[src/include/avibar_pkg.sv]
/*
  Package for the infoframe bar and change-flag register bank.
  Holds register offsets, flag bit positions, field widths and reset values.
  Assumes a byte-wide register port addressed by the printed offsets.
*/
`default_nettype none
package avibar_pkg;
  // Byte-wide register port.
  localparam int unsigned ADDR_W = 8;
  localparam int unsigned DATA_W = 8;
  // Printed offsets of the bank.
  localparam logic [7:0] OFF_PIXEL_REPEAT = 8'h85;
  localparam logic [7:0] OFF_TOP_LO = 8'h86;
  localparam logic [7:0] OFF_FLAGS_A = 8'h87;
  localparam logic [7:0] OFF_TOP_HI = 8'h88;
  localparam logic [7:0] OFF_BOT_LO = 8'h89;
  localparam logic [7:0] OFF_BOT_HI = 8'h8a;
  localparam logic [7:0] OFF_LEFT_LO = 8'h8b;
  localparam logic [7:0] OFF_LEFT_HI = 8'h8c;
  localparam logic [7:0] OFF_RIGHT_LO = 8'h8d;
  localparam logic [7:0] OFF_RIGHT_HI = 8'h8e;
  localparam logic [7:0] OFF_FLAGS_B = 8'h8f;
  localparam logic [7:0] OFF_FLAGS_C = 8'h97;
  // Interrupt registers placed in free space above the bank.
  localparam logic [7:0] OFF_IRQ_STATUS = 8'hf0;
  localparam logic [7:0] OFF_IRQ_ENABLE = 8'hf1;
  localparam logic [7:0] OFF_IRQ_CLEAR = 8'hf2;
  // Flag bit positions and count.
  localparam int unsigned NUM_FLAGS = 7;
  localparam int unsigned FLAG_AVI = 0;
  localparam int unsigned FLAG_AUDIO = 1;
  localparam int unsigned FLAG_SPD = 2;
  localparam int unsigned FLAG_MPEG = 3;
  localparam int unsigned FLAG_ACP = 4;
  localparam int unsigned FLAG_ISRC1 = 5;
  localparam int unsigned FLAG_ISRC2 = 6;
  // Pixel repetition field width and largest legal code.
  localparam int unsigned PR_W = 4;
  localparam logic [3:0] PR_MAX_LEGAL = 4'h9;
  // Reset values.
  localparam logic [6:0] FLAGS_RESET = 7'h00;
  localparam logic [15:0] BAR_RESET = 16'h0000;
  localparam logic [3:0] PR_RESET = 4'h0;
  localparam logic [7:0] RDATA_RESET = 8'h00;
endpackage
`default_nettype wire

[src/hw/avibar_regs.sv]
/*
  Register bank for received auxiliary-video infoframe bar fields, the
  pixel repetition count and the packet change flags with interrupt.
  Assumes the packet decoder presents field values with a one-cycle load
  strobe and raises one-cycle change pulses, all on clk_sys.
  Assumes the register master holds address and strobe for one cycle
  only, never raises both strobes at once, and takes read data in the
  cycle right after its read strobe; the bank never stalls the master.
  The bar and repetition values are read-only to software: the decoder
  is their only writer. The change flags are cleared by reading any of
  their mirrored locations; a separate interrupt status, enable and
  clear set lives in free space above the bank.
*/
`default_nettype none
// Overview of operation
// - Pixel repetition zero means sent once.
// - Repetition code is sends minus one; 10-15 reserved.
// - Top bar end line; zero means none.
// - Top bar value 16 bits at 0x86/0x88.
// - Bottom bar start line at 0x89/0x8A.
// - Left bar end pixel at 0x8B/0x8C.
// - Right bar start pixel at 0x8D/0x8E.
// - Set flag when packet contents change.
// - Any flag read returns flags then clears all.
// - All flag locations mirror identical contents.
// - Flag bits AVI, audio, SPD, MPEG, ACP, ISRC1, ISRC2.
module avibar_regs (
  input wire logic clk_sys,
  input wire logic reset_n,
  // Register port.
  input wire logic [7:0] addr,
  input wire logic [7:0] wdata,
  input wire logic wr,
  input wire logic rd,
  output logic [7:0] rdata,
  // Decoder side: fields with a load strobe.
  input wire logic fld_load,
  input wire logic [3:0] fld_pixel_repetition_count,
  input wire logic [15:0] fld_top_bar_end_line,
  input wire logic [15:0] fld_bottom_bar_start_line,
  input wire logic [15:0] fld_left_bar_end_pixel,
  input wire logic [15:0] fld_right_bar_start_pixel,
  // One pulse per packet type whose contents differed from before.
  input wire logic [6:0] packet_changed,
  // Level interrupt.
  output logic irq
);

  // Held field values. They keep the last packet's contents until the
  // decoder loads a newer packet, so software may read the two halves of
  // a bar value at leisure as long as no load falls between the reads.
  logic [3:0] pixel_repetition_count;
  logic [15:0] top_bar;
  logic [15:0] bottom_bar;
  logic [15:0] left_bar;
  logic [15:0] right_bar;
  logic [3:0] next_pixel_repetition_count;
  logic [15:0] next_top_bar;
  logic [15:0] next_bottom_bar;
  logic [15:0] next_left_bar;
  logic [15:0] next_right_bar;

  // Change flags, interrupt status and enable. The flags and the status
  // are set by the same pulses but cleared apart: a flag read must not
  // drop a pending interrupt that the handler has not yet seen.
  logic [6:0] packet_change_flag;
  logic [6:0] next_packet_change_flag;
  logic [6:0] irq_status;
  logic [6:0] next_irq_status;
  logic [6:0] irq_enable;
  logic [6:0] next_irq_enable;
  logic [7:0] next_rdata;
  logic next_irq;

  // True when the address is one of the mirrored flag locations.
  function automatic logic is_flag_addr(input logic [7:0] a);
    is_flag_addr = (a == avibar_pkg::OFF_FLAGS_A) ||
                   (a == avibar_pkg::OFF_FLAGS_B) ||
                   (a == avibar_pkg::OFF_FLAGS_C);
  endfunction

  // Clamp reserved repetition codes down to the largest legal one, so
  // software never sees a reserved code from a corrupt packet.
  function automatic logic [3:0] clamp_pr(input logic [3:0] v);
    if (v > avibar_pkg::PR_MAX_LEGAL)
    begin
      clamp_pr = avibar_pkg::PR_MAX_LEGAL;
    end
    else
    begin
      clamp_pr = v;
    end
  endfunction

  // High in the cycle in which software reads any flag copy; it drives
  // the shared clear, so all copies empty together.
  logic flag_read;
  assign flag_read = rd && is_flag_addr(addr);

  // Field loads; software writes never reach these.
  // All five fields load on one strobe, so a read never sees a mix of an
  // old and a new packet between two of the fields.
  always_comb
  begin
    next_pixel_repetition_count = pixel_repetition_count;
    next_top_bar = top_bar;
    next_bottom_bar = bottom_bar;
    next_left_bar = left_bar;
    next_right_bar = right_bar;
    if (fld_load)
    begin
      next_pixel_repetition_count = clamp_pr(fld_pixel_repetition_count);
      next_top_bar = fld_top_bar_end_line;
      next_bottom_bar = fld_bottom_bar_start_line;
      next_left_bar = fld_left_bar_end_pixel;
      next_right_bar = fld_right_bar_start_pixel;
    end
  end

  // Flag and interrupt next state. New changes win over the read clear,
  // so a change that lands in the reading cycle is kept for next read.
  always_comb
  begin
    next_packet_change_flag = packet_change_flag;
    if (flag_read)
    begin
      next_packet_change_flag = avibar_pkg::FLAGS_RESET;
    end
    next_packet_change_flag = next_packet_change_flag | packet_changed;
    // Interrupt status: write one to clear, and a new pulse in the same
    // cycle sets its bit again, so no event is ever lost.
    next_irq_status = irq_status;
    if (wr && addr == avibar_pkg::OFF_IRQ_CLEAR)
    begin
      next_irq_status = irq_status & ~wdata[6:0];
    end
    next_irq_status = next_irq_status | packet_changed;
    // Enable register: plain read-write, seven bits like the flags.
    next_irq_enable = irq_enable;
    if (wr && addr == avibar_pkg::OFF_IRQ_ENABLE)
    begin
      next_irq_enable = wdata[6:0];
    end
    // The output is taken from the next values so that the registered
    // line follows the status in the same cycle, not one cycle late.
    next_irq = |(next_irq_status & next_irq_enable);
  end

  // Read data mux; any other address, and all writes, do nothing here.
  // The byte returns to zero after every read cycle, so a master that
  // samples late sees zero rather than a stale byte.
  always_comb
  begin
    next_rdata = avibar_pkg::RDATA_RESET;
    if (rd)
    begin
      if (is_flag_addr(addr))
      begin
        next_rdata = {1'b0, packet_change_flag};
      end
      else
      begin
        unique case (addr)
          avibar_pkg::OFF_PIXEL_REPEAT:
            next_rdata = {4'h0, pixel_repetition_count};
          avibar_pkg::OFF_TOP_LO: next_rdata = top_bar[7:0];
          avibar_pkg::OFF_TOP_HI: next_rdata = top_bar[15:8];
          avibar_pkg::OFF_BOT_LO: next_rdata = bottom_bar[7:0];
          avibar_pkg::OFF_BOT_HI: next_rdata = bottom_bar[15:8];
          avibar_pkg::OFF_LEFT_LO: next_rdata = left_bar[7:0];
          avibar_pkg::OFF_LEFT_HI: next_rdata = left_bar[15:8];
          avibar_pkg::OFF_RIGHT_LO: next_rdata = right_bar[7:0];
          avibar_pkg::OFF_RIGHT_HI: next_rdata = right_bar[15:8];
          avibar_pkg::OFF_IRQ_STATUS: next_rdata = {1'b0, irq_status};
          avibar_pkg::OFF_IRQ_ENABLE: next_rdata = {1'b0, irq_enable};
          default: next_rdata = avibar_pkg::RDATA_RESET;
        endcase
      end
    end
  end

  // All state registers.
  // The reset branch loads constants only; every next value comes from
  // the combinational processes above.
  always_ff @(posedge clk_sys or negedge reset_n)
  begin
    if (!reset_n)
    begin
      pixel_repetition_count <= avibar_pkg::PR_RESET;
      top_bar <= avibar_pkg::BAR_RESET;
      bottom_bar <= avibar_pkg::BAR_RESET;
      left_bar <= avibar_pkg::BAR_RESET;
      right_bar <= avibar_pkg::BAR_RESET;
      packet_change_flag <= avibar_pkg::FLAGS_RESET;
      irq_status <= avibar_pkg::FLAGS_RESET;
      irq_enable <= avibar_pkg::FLAGS_RESET;
      rdata <= avibar_pkg::RDATA_RESET;
      irq <= 1'b0;
    end
    else
    begin
      pixel_repetition_count <= next_pixel_repetition_count;
      top_bar <= next_top_bar;
      bottom_bar <= next_bottom_bar;
      left_bar <= next_left_bar;
      right_bar <= next_right_bar;
      packet_change_flag <= next_packet_change_flag;
      irq_status <= next_irq_status;
      irq_enable <= next_irq_enable;
      rdata <= next_rdata;
      irq <= next_irq;
    end
  end

  // Checks on the behaviour above.
  // Change flags: set, hold, clear and read back.

  // Reading a flag copy clears every copy when no change lands.
  a_flag_read_clear: assert property (@(posedge clk_sys) disable iff (!reset_n)
    flag_read && packet_changed == 7'h00 |=> packet_change_flag == 7'h00)
    else $error("flags not cleared by read");

  // Every change pulse leaves its bit set, even in a reading cycle.
  a_flag_set_change: assert property (@(posedge clk_sys) disable iff (!reset_n)
    packet_changed != 7'h00 |=> (packet_change_flag & $past(packet_changed))
      == $past(packet_changed))
    else $error("change did not set flag");

  // With no change and no read the flags keep their contents.
  a_flag_hold: assert property (@(posedge clk_sys) disable iff (!reset_n)
    !flag_read && packet_changed == 7'h00 |=> $stable(packet_change_flag))
    else $error("flags moved without cause");

  // Any copy returns the flags as they stood before the clear.
  a_flag_read_data: assert property (@(posedge clk_sys) disable iff (!reset_n)
    flag_read |=> rdata == {1'b0, $past(packet_change_flag)})
    else $error("flag read data wrong");

  // The second copy in particular mirrors the same contents.
  a_flag_mirror_b: assert property (@(posedge clk_sys) disable iff (!reset_n)
    rd && addr == avibar_pkg::OFF_FLAGS_B |=>
      rdata == {1'b0, $past(packet_change_flag)})
    else $error("second flag copy differs");

  // The unused top bit of a flag byte always reads zero.
  a_flag_msb_zero: assert property (@(posedge clk_sys) disable iff (!reset_n)
    $past(flag_read) |-> rdata[7] == 1'b0)
    else $error("flag msb not zero");

  // A lone AVI change lands in bit zero.
  a_avi_bit_pos: assert property (@(posedge clk_sys) disable iff (!reset_n)
    packet_changed == 7'h01 |=> packet_change_flag[0])
    else $error("avi flag position wrong");

  // A lone second-ISRC change lands in bit six.
  a_isrc2_bit_pos: assert property (@(posedge clk_sys) disable iff (!reset_n)
    packet_changed == 7'h40 |=> packet_change_flag[6])
    else $error("isrc2 flag position wrong");

  // Pixel repetition code: stored, clamped and read back.

  // The stored code never holds a reserved value.
  a_pr_legal_code: assert property (@(posedge clk_sys) disable iff (!reset_n)
    pixel_repetition_count <= avibar_pkg::PR_MAX_LEGAL)
    else $error("reserved repetition code");

  // A code of zero, one send, survives the load unchanged.
  a_pr_zero_once: assert property (@(posedge clk_sys) disable iff (!reset_n)
    fld_load && fld_pixel_repetition_count == 4'h0 |=>
      pixel_repetition_count == 4'h0)
    else $error("repetition zero lost");

  // Every legal code is stored as sent.
  a_pr_pass: assert property (@(posedge clk_sys) disable iff (!reset_n)
    fld_load && fld_pixel_repetition_count <= avibar_pkg::PR_MAX_LEGAL |=>
      pixel_repetition_count == $past(fld_pixel_repetition_count))
    else $error("legal repetition code altered");

  // A reserved code is stored as the largest legal one.
  a_pr_clamp: assert property (@(posedge clk_sys) disable iff (!reset_n)
    fld_load && fld_pixel_repetition_count > avibar_pkg::PR_MAX_LEGAL |=>
      pixel_repetition_count == avibar_pkg::PR_MAX_LEGAL)
    else $error("reserved repetition code kept");

  // The repetition byte carries the code in its low nibble only.
  a_pr_read: assert property (@(posedge clk_sys) disable iff (!reset_n)
    rd && addr == avibar_pkg::OFF_PIXEL_REPEAT |=>
      rdata == {4'h0, $past(pixel_repetition_count)})
    else $error("repetition read wrong");

  // Bar values: loaded by the decoder only, read as byte pairs.

  // The top bar takes the decoder's value on a load.
  a_top_load: assert property (@(posedge clk_sys) disable iff (!reset_n)
    fld_load |=> top_bar == $past(fld_top_bar_end_line))
    else $error("top bar not loaded");

  // Without a load no bar value moves, whatever software writes.
  a_bars_hold: assert property (@(posedge clk_sys) disable iff (!reset_n)
    !fld_load |=> $stable({top_bar, bottom_bar, left_bar, right_bar}))
    else $error("bar moved without load");

  a_top_low_read: assert property (@(posedge clk_sys) disable iff (!reset_n)
    rd && addr == avibar_pkg::OFF_TOP_LO |=> rdata == $past(top_bar[7:0]))
    else $error("top bar low wrong");

  a_top_high_read: assert property (@(posedge clk_sys) disable iff (!reset_n)
    rd && addr == avibar_pkg::OFF_TOP_HI |=> rdata == $past(top_bar[15:8]))
    else $error("top bar high wrong");

  a_bottom_low: assert property (@(posedge clk_sys) disable iff (!reset_n)
    rd && addr == avibar_pkg::OFF_BOT_LO |=>
      rdata == $past(bottom_bar[7:0]))
    else $error("bottom bar low wrong");

  a_bottom_high: assert property (@(posedge clk_sys) disable iff (!reset_n)
    rd && addr == avibar_pkg::OFF_BOT_HI |=>
      rdata == $past(bottom_bar[15:8]))
    else $error("bottom bar high wrong");

  // The left bar takes the decoder's value on a load.
  a_left_load: assert property (@(posedge clk_sys) disable iff (!reset_n)
    fld_load |=> left_bar == $past(fld_left_bar_end_pixel))
    else $error("left bar not loaded");

  a_left_low: assert property (@(posedge clk_sys) disable iff (!reset_n)
    rd && addr == avibar_pkg::OFF_LEFT_LO |=>
      rdata == $past(left_bar[7:0]))
    else $error("left bar low wrong");

  a_left_high: assert property (@(posedge clk_sys) disable iff (!reset_n)
    rd && addr == avibar_pkg::OFF_LEFT_HI |=>
      rdata == $past(left_bar[15:8]))
    else $error("left bar high wrong");

  a_right_read: assert property (@(posedge clk_sys) disable iff (!reset_n)
    rd && addr == avibar_pkg::OFF_RIGHT_LO |=>
      rdata == $past(right_bar[7:0]))
    else $error("right bar low wrong");

  a_right_high: assert property (@(posedge clk_sys) disable iff (!reset_n)
    rd && addr == avibar_pkg::OFF_RIGHT_HI |=>
      rdata == $past(right_bar[15:8]))
    else $error("right bar high wrong");

  // Register port and interrupt.

  // Read data stand for one cycle only and are zero otherwise.
  a_rdata_idle: assert property (@(posedge clk_sys) disable iff (!reset_n)
    !rd |=> rdata == avibar_pkg::RDATA_RESET)
    else $error("read data not idle");

  // Every change pulse sets its interrupt status bit.
  a_status_set: assert property (@(posedge clk_sys) disable iff (!reset_n)
    packet_changed != 7'h00 |=> (irq_status & $past(packet_changed))
      == $past(packet_changed))
    else $error("change did not set status");

  // Writing ones to the clear register empties those status bits.
  a_status_clear: assert property (@(posedge clk_sys) disable iff (!reset_n)
    wr && addr == avibar_pkg::OFF_IRQ_CLEAR && packet_changed == 7'h00 |=>
      (irq_status & $past(wdata[6:0])) == 7'h00)
    else $error("status not cleared");

  // The enable register takes the written bits.
  a_enable_write: assert property (@(posedge clk_sys) disable iff (!reset_n)
    wr && addr == avibar_pkg::OFF_IRQ_ENABLE |=>
      irq_enable == $past(wdata[6:0]))
    else $error("enable not written");

  // The line is high exactly while an enabled status bit is set.
  a_irq_level: assert property (@(posedge clk_sys) disable iff (!reset_n)
    irq == |(irq_status & irq_enable))
    else $error("interrupt level wrong");

endmodule // avibar_regs
`default_nettype wire

[config.mk]
export PLATFORM = sky130hd
export DESIGN_NAME = avibar_regs
export DESIGN_NICKNAME = d
export VERILOG_FILES = /design/src/include/avibar_pkg.sv /design/src/hw/avibar_regs.sv
export SDC_FILE = /design/constraint.sdc
export NUM_CORES = 1
export LEC_CHECK = 0
export BUFFER_PORTS_ARGS = -buffer_cell sky130_fd_sc_hd__buf_4
export CORE_UTILIZATION = 49
export CTS_CLUSTER_DIAMETER = 30
export DETAILED_ROUTE_END_ITERATION = 10
export GPL_TIMING_DRIVEN = 0
export PLACE_DENSITY = 0.83
export SLEW_MARGIN = 25
export SYNTH_ARGS = -nofsm -noshare
export SYNTH_HDL_FRONTEND = slang
export SYNTH_SLANG_ARGS = --single-unit
[constraint.sdc]
create_clock -name clk_sys -period 1.3 [get_ports clk_sys]
set_input_delay 0.26 -clock clk_sys [delete_from_list [all_inputs] [get_ports clk_sys]]
set_output_delay 0.26 -clock clk_sys [all_outputs]
set_load 0.02 [all_outputs]
==> flow_summary.json <==
{
  "worst_slew_pin_slew_ns": 0.884,
  "start_util_pct": 51.5,
  "max-clock-path-buffers": 2,
  "grt_first_pass_wirelength_um": 18400,
  "hold_viol": 39,
  "cts-root-buf": "clkbuf_8",
  "maxSlewViolCount": 0,
  "grtUsageTotal_pct": 25.2,
  "num_vias": 3494,
  "synth-seq-cells": 98,
  "startpoint_type": "input port",
  "via_per_inst": 5.92,
  "cts_tree": "yes",
  "arrival_ns": 1.85,
  "drv_cap": 0,
  "powerDensity_nw_per_um2": 1180,
  "numPortBuffers": 100,
  "yosysTopAreaCellShare_pct": 53.8,
  "p_leak_uw": 0.00259,
  "synthArstFlopShare_pct": 100,
  "coreArea_sq_um": 8850,
  "dr.pass1.iters": 7,
  "clk_latency_ns": 0.37,
  "hold_buffers": 0,
  "num_antenna_cells": 0,
  "numCtsBuffers": 9,
  "setup_ws_ns": -0.308,
  "cp_max_fo": 9,
  "violations": "hold timing, setup timing",
  "rsz0062_at_grt": "true",
  "grt_max_degree": 99,
  "place_ws_ns": -1.06,
  "synth.distinct_cells": 48,
  "yosysTopAreaCell": "dfrtp_1",
  "syn_to_final_growth_pct": 30.0,
  "outcome": "finished with violations",
  "synth_seq_area_share_pct": 53.8,
  "crit_chain": "buf_8, or2_1, buf_6, nor4b_4, buf_4, mux2_4, a22oi_2, nand4b_1",
  "synth.avg_cell_area_sq_um": 12.7,
  "dieWidth_um": 98.4,
  "cts_max_level": 3,
  "rrSetupSlack_ns": -0.29,
  "synth_most_common_cell": "dfrtp_1",
  "path_clk_slew_ns": 0.10,
  "netlist_area_sq_um": 4560,
  "die_height_um": 98.4,
  "first_global_vias": 3579,
  "antenna_left": 0,
  "finalSetupTns_ns": -1.68,
  "place.gp.congestion": 0.824,
  "synthTopCellsByArea": "dfrtp_1, mux2_2, mux4_2",
  "filler_cell_count": 627,
  "antenna_found_initial": 0,
  "relSlewSlack_pct": 41.1,
  "total_power_uw": 7010,
  "fin_crit_ns": 1.61,
  "path_delay_family": "simple AND/OR/NAND/NOR gates",
  "critPathSlowestCell": "mux2_4",
  "synth_nets": 455,
  "worstSetupEndpointType": "flip-flop",
  "synthFlopType": "dfrtp_1",
  "synthCells": 359,
  "drc": 0,
  "fmax_mhz": 622,
  "layout_worst_path_cycle_share_pct": 124,
  "cp.buffers_inverters": 3,
  "io_pins": 105,
  "clock_skew_ns": 0.0117,
  "synth_warnings": 0,
  "avgRoutedWirePerCell_um": 19.8,
  "drt_iter0_drc": 264,
  "synth_edf_count": 0,
  "r2r_start": "right_bar[5]",
  "path_class": "input port to flip-flop",
  "hold_slack_ns": -0.0356,
  "crit_start": "addr[2]",
  "synth_common_cells": "dfrtp_1, mux2_2, nand2_1, clkbuf_1, a22oi_1",
  "dieArea_sq_um": 9690,
  "worst_ep_required_time_ns": 1.54,
  "hpwlAfterDp_um": 8390,
  "overflow": 0,
  "cts_sinks": 98,
  "ir_worst_vdd_uv": 585,
  "final-setup-viol-count": 9,
  "critPathMaxStageDelay_ns": 0.32,
  "nets": 573,
  "num_rows": 34,
  "hp-class": "input port to asynchronous set/reset pin",
  "routed_wl_um": 11700,
  "drive_above_1_share_pct": 52.3
}
per-stage QoR:
| step | util (%) | instance area [sq um] | std cells |
|---|---|---|---|
| 4_1_cts | 66.6 | 5890 | 590 |
| 3_5_place_dp | 61.9 | 5480 | 567 |
| 6_report | 66.9 | 5920 | 590 |
| 5_1_grt | 66.9 | 5920 | 590 |
| 2_1_floorplan | - | 4590 | 359 |
| 3_3_place_gp | 61.9 | 5480 | 567 |
flip-flops by register name (all words and copies together) (netlist names):
name and count:
left_bar 16, packet_change_flag 7, right_bar 16, irq 1, pixel_repetition_count 4, bottom_bar 16, rdata 8, irq_enable 7
irq_status 7, top_bar 16
cell usage in the layout, fill, tap and decap left out, types with 7 or more instances in the layout:
| cell type | n |
|---|---|
| mux2i_1 | 9 |
| nand2_1 | 24 |
| nand2b_1 | 7 |
| dfrtp_1 | 98 |
| inv_1 | 7 |
| clkbuf_2 | 11 |
| clkbuf_8 | 9 |
| a21o_1 | 8 |
| buf_4 | 108 |
| mux2_2 | 73 |
| nor2_1 | 7 |
| a22oi_1 | 7 |
worst paths after layout:
path                       depth (start not counted)                    end
max                                                8                    irq
min                                                1           left_bar[14]
max reg2reg                                        5               rdata[5]
min reg2reg                                        1  packet_change_flag[0]
max in group asynchronous                          1             top_bar[4]
min in group clk_sys                               2  packet_change_flag[6]
logic make-up (layout without fill, tap and decap cells):
kind of cell | count (synthesis) | count (layout) | share of synthesized area (%)
AND/OR/NAND/NOR | 74 | 74 | 8.93
AO/OA/AOI/OAI | 66 | 66 | 10.5
multiplexers | 93 | 93 | 24.0
buffers and inverters | 28 | 151 | 2.72
flip-flops | 98 | 98 | 53.8
worst register-to-register path, stage by stage (launching register included):
cell	delay, ns
dfrtp_1	0.40
mux4_2	0.49
a32oi_1	0.18
nor2_1	0.06
a311oi_1	0.22
o21ai_1	0.11
what timing repair did:
action                                 4_1_cts  5_1_grt
setup endpoints to repair                   25       22
setup buffers                                9        0
pin swaps                                   15        4
endpoints found under the hold margin        0        0
resized for setup                           26       11
metal layers:
| layer | global-route usage [%] | vias up | routed length, um | share of wire [%] |
|---|---|---|---|---|
| li1 | - | 1555 | - | - |
| met1 | 33.7 | 1745 | 5070 | 43 |
| met2 | 40.1 | 166 | 5620 | 48 |
| met3 | 5.60 | 28 | 718 | 6.1 |
| met4 | 10.8 | 0 | 300 | 2.6 |
| met5 | 0 | - | 0 | 0 |
cell type report:
class                      count  area [sq um]  area share (%)
buffer                        19           128            2.16
clock buffer                   9           124            2.09
clock inverter                 7           141            2.39
inverter                       7          26.3           0.444
multi-input combinational    233          2090            35.3
sequential                    98          2450            41.4
tap                          108           135            2.28
timing repair buffer         109           822            13.9
power breakdown:
group / internal (uW) / leakage (uW) / switching [uW]
logic: 580 / 0.00132 / 464
clock network: 1470 / 0.000129 / 1090
registers: 3280 / 0.00114 / 124
total: 5330 / 0.00259 / 1680
No activity file was read; power rests on OpenSTA's default activity.
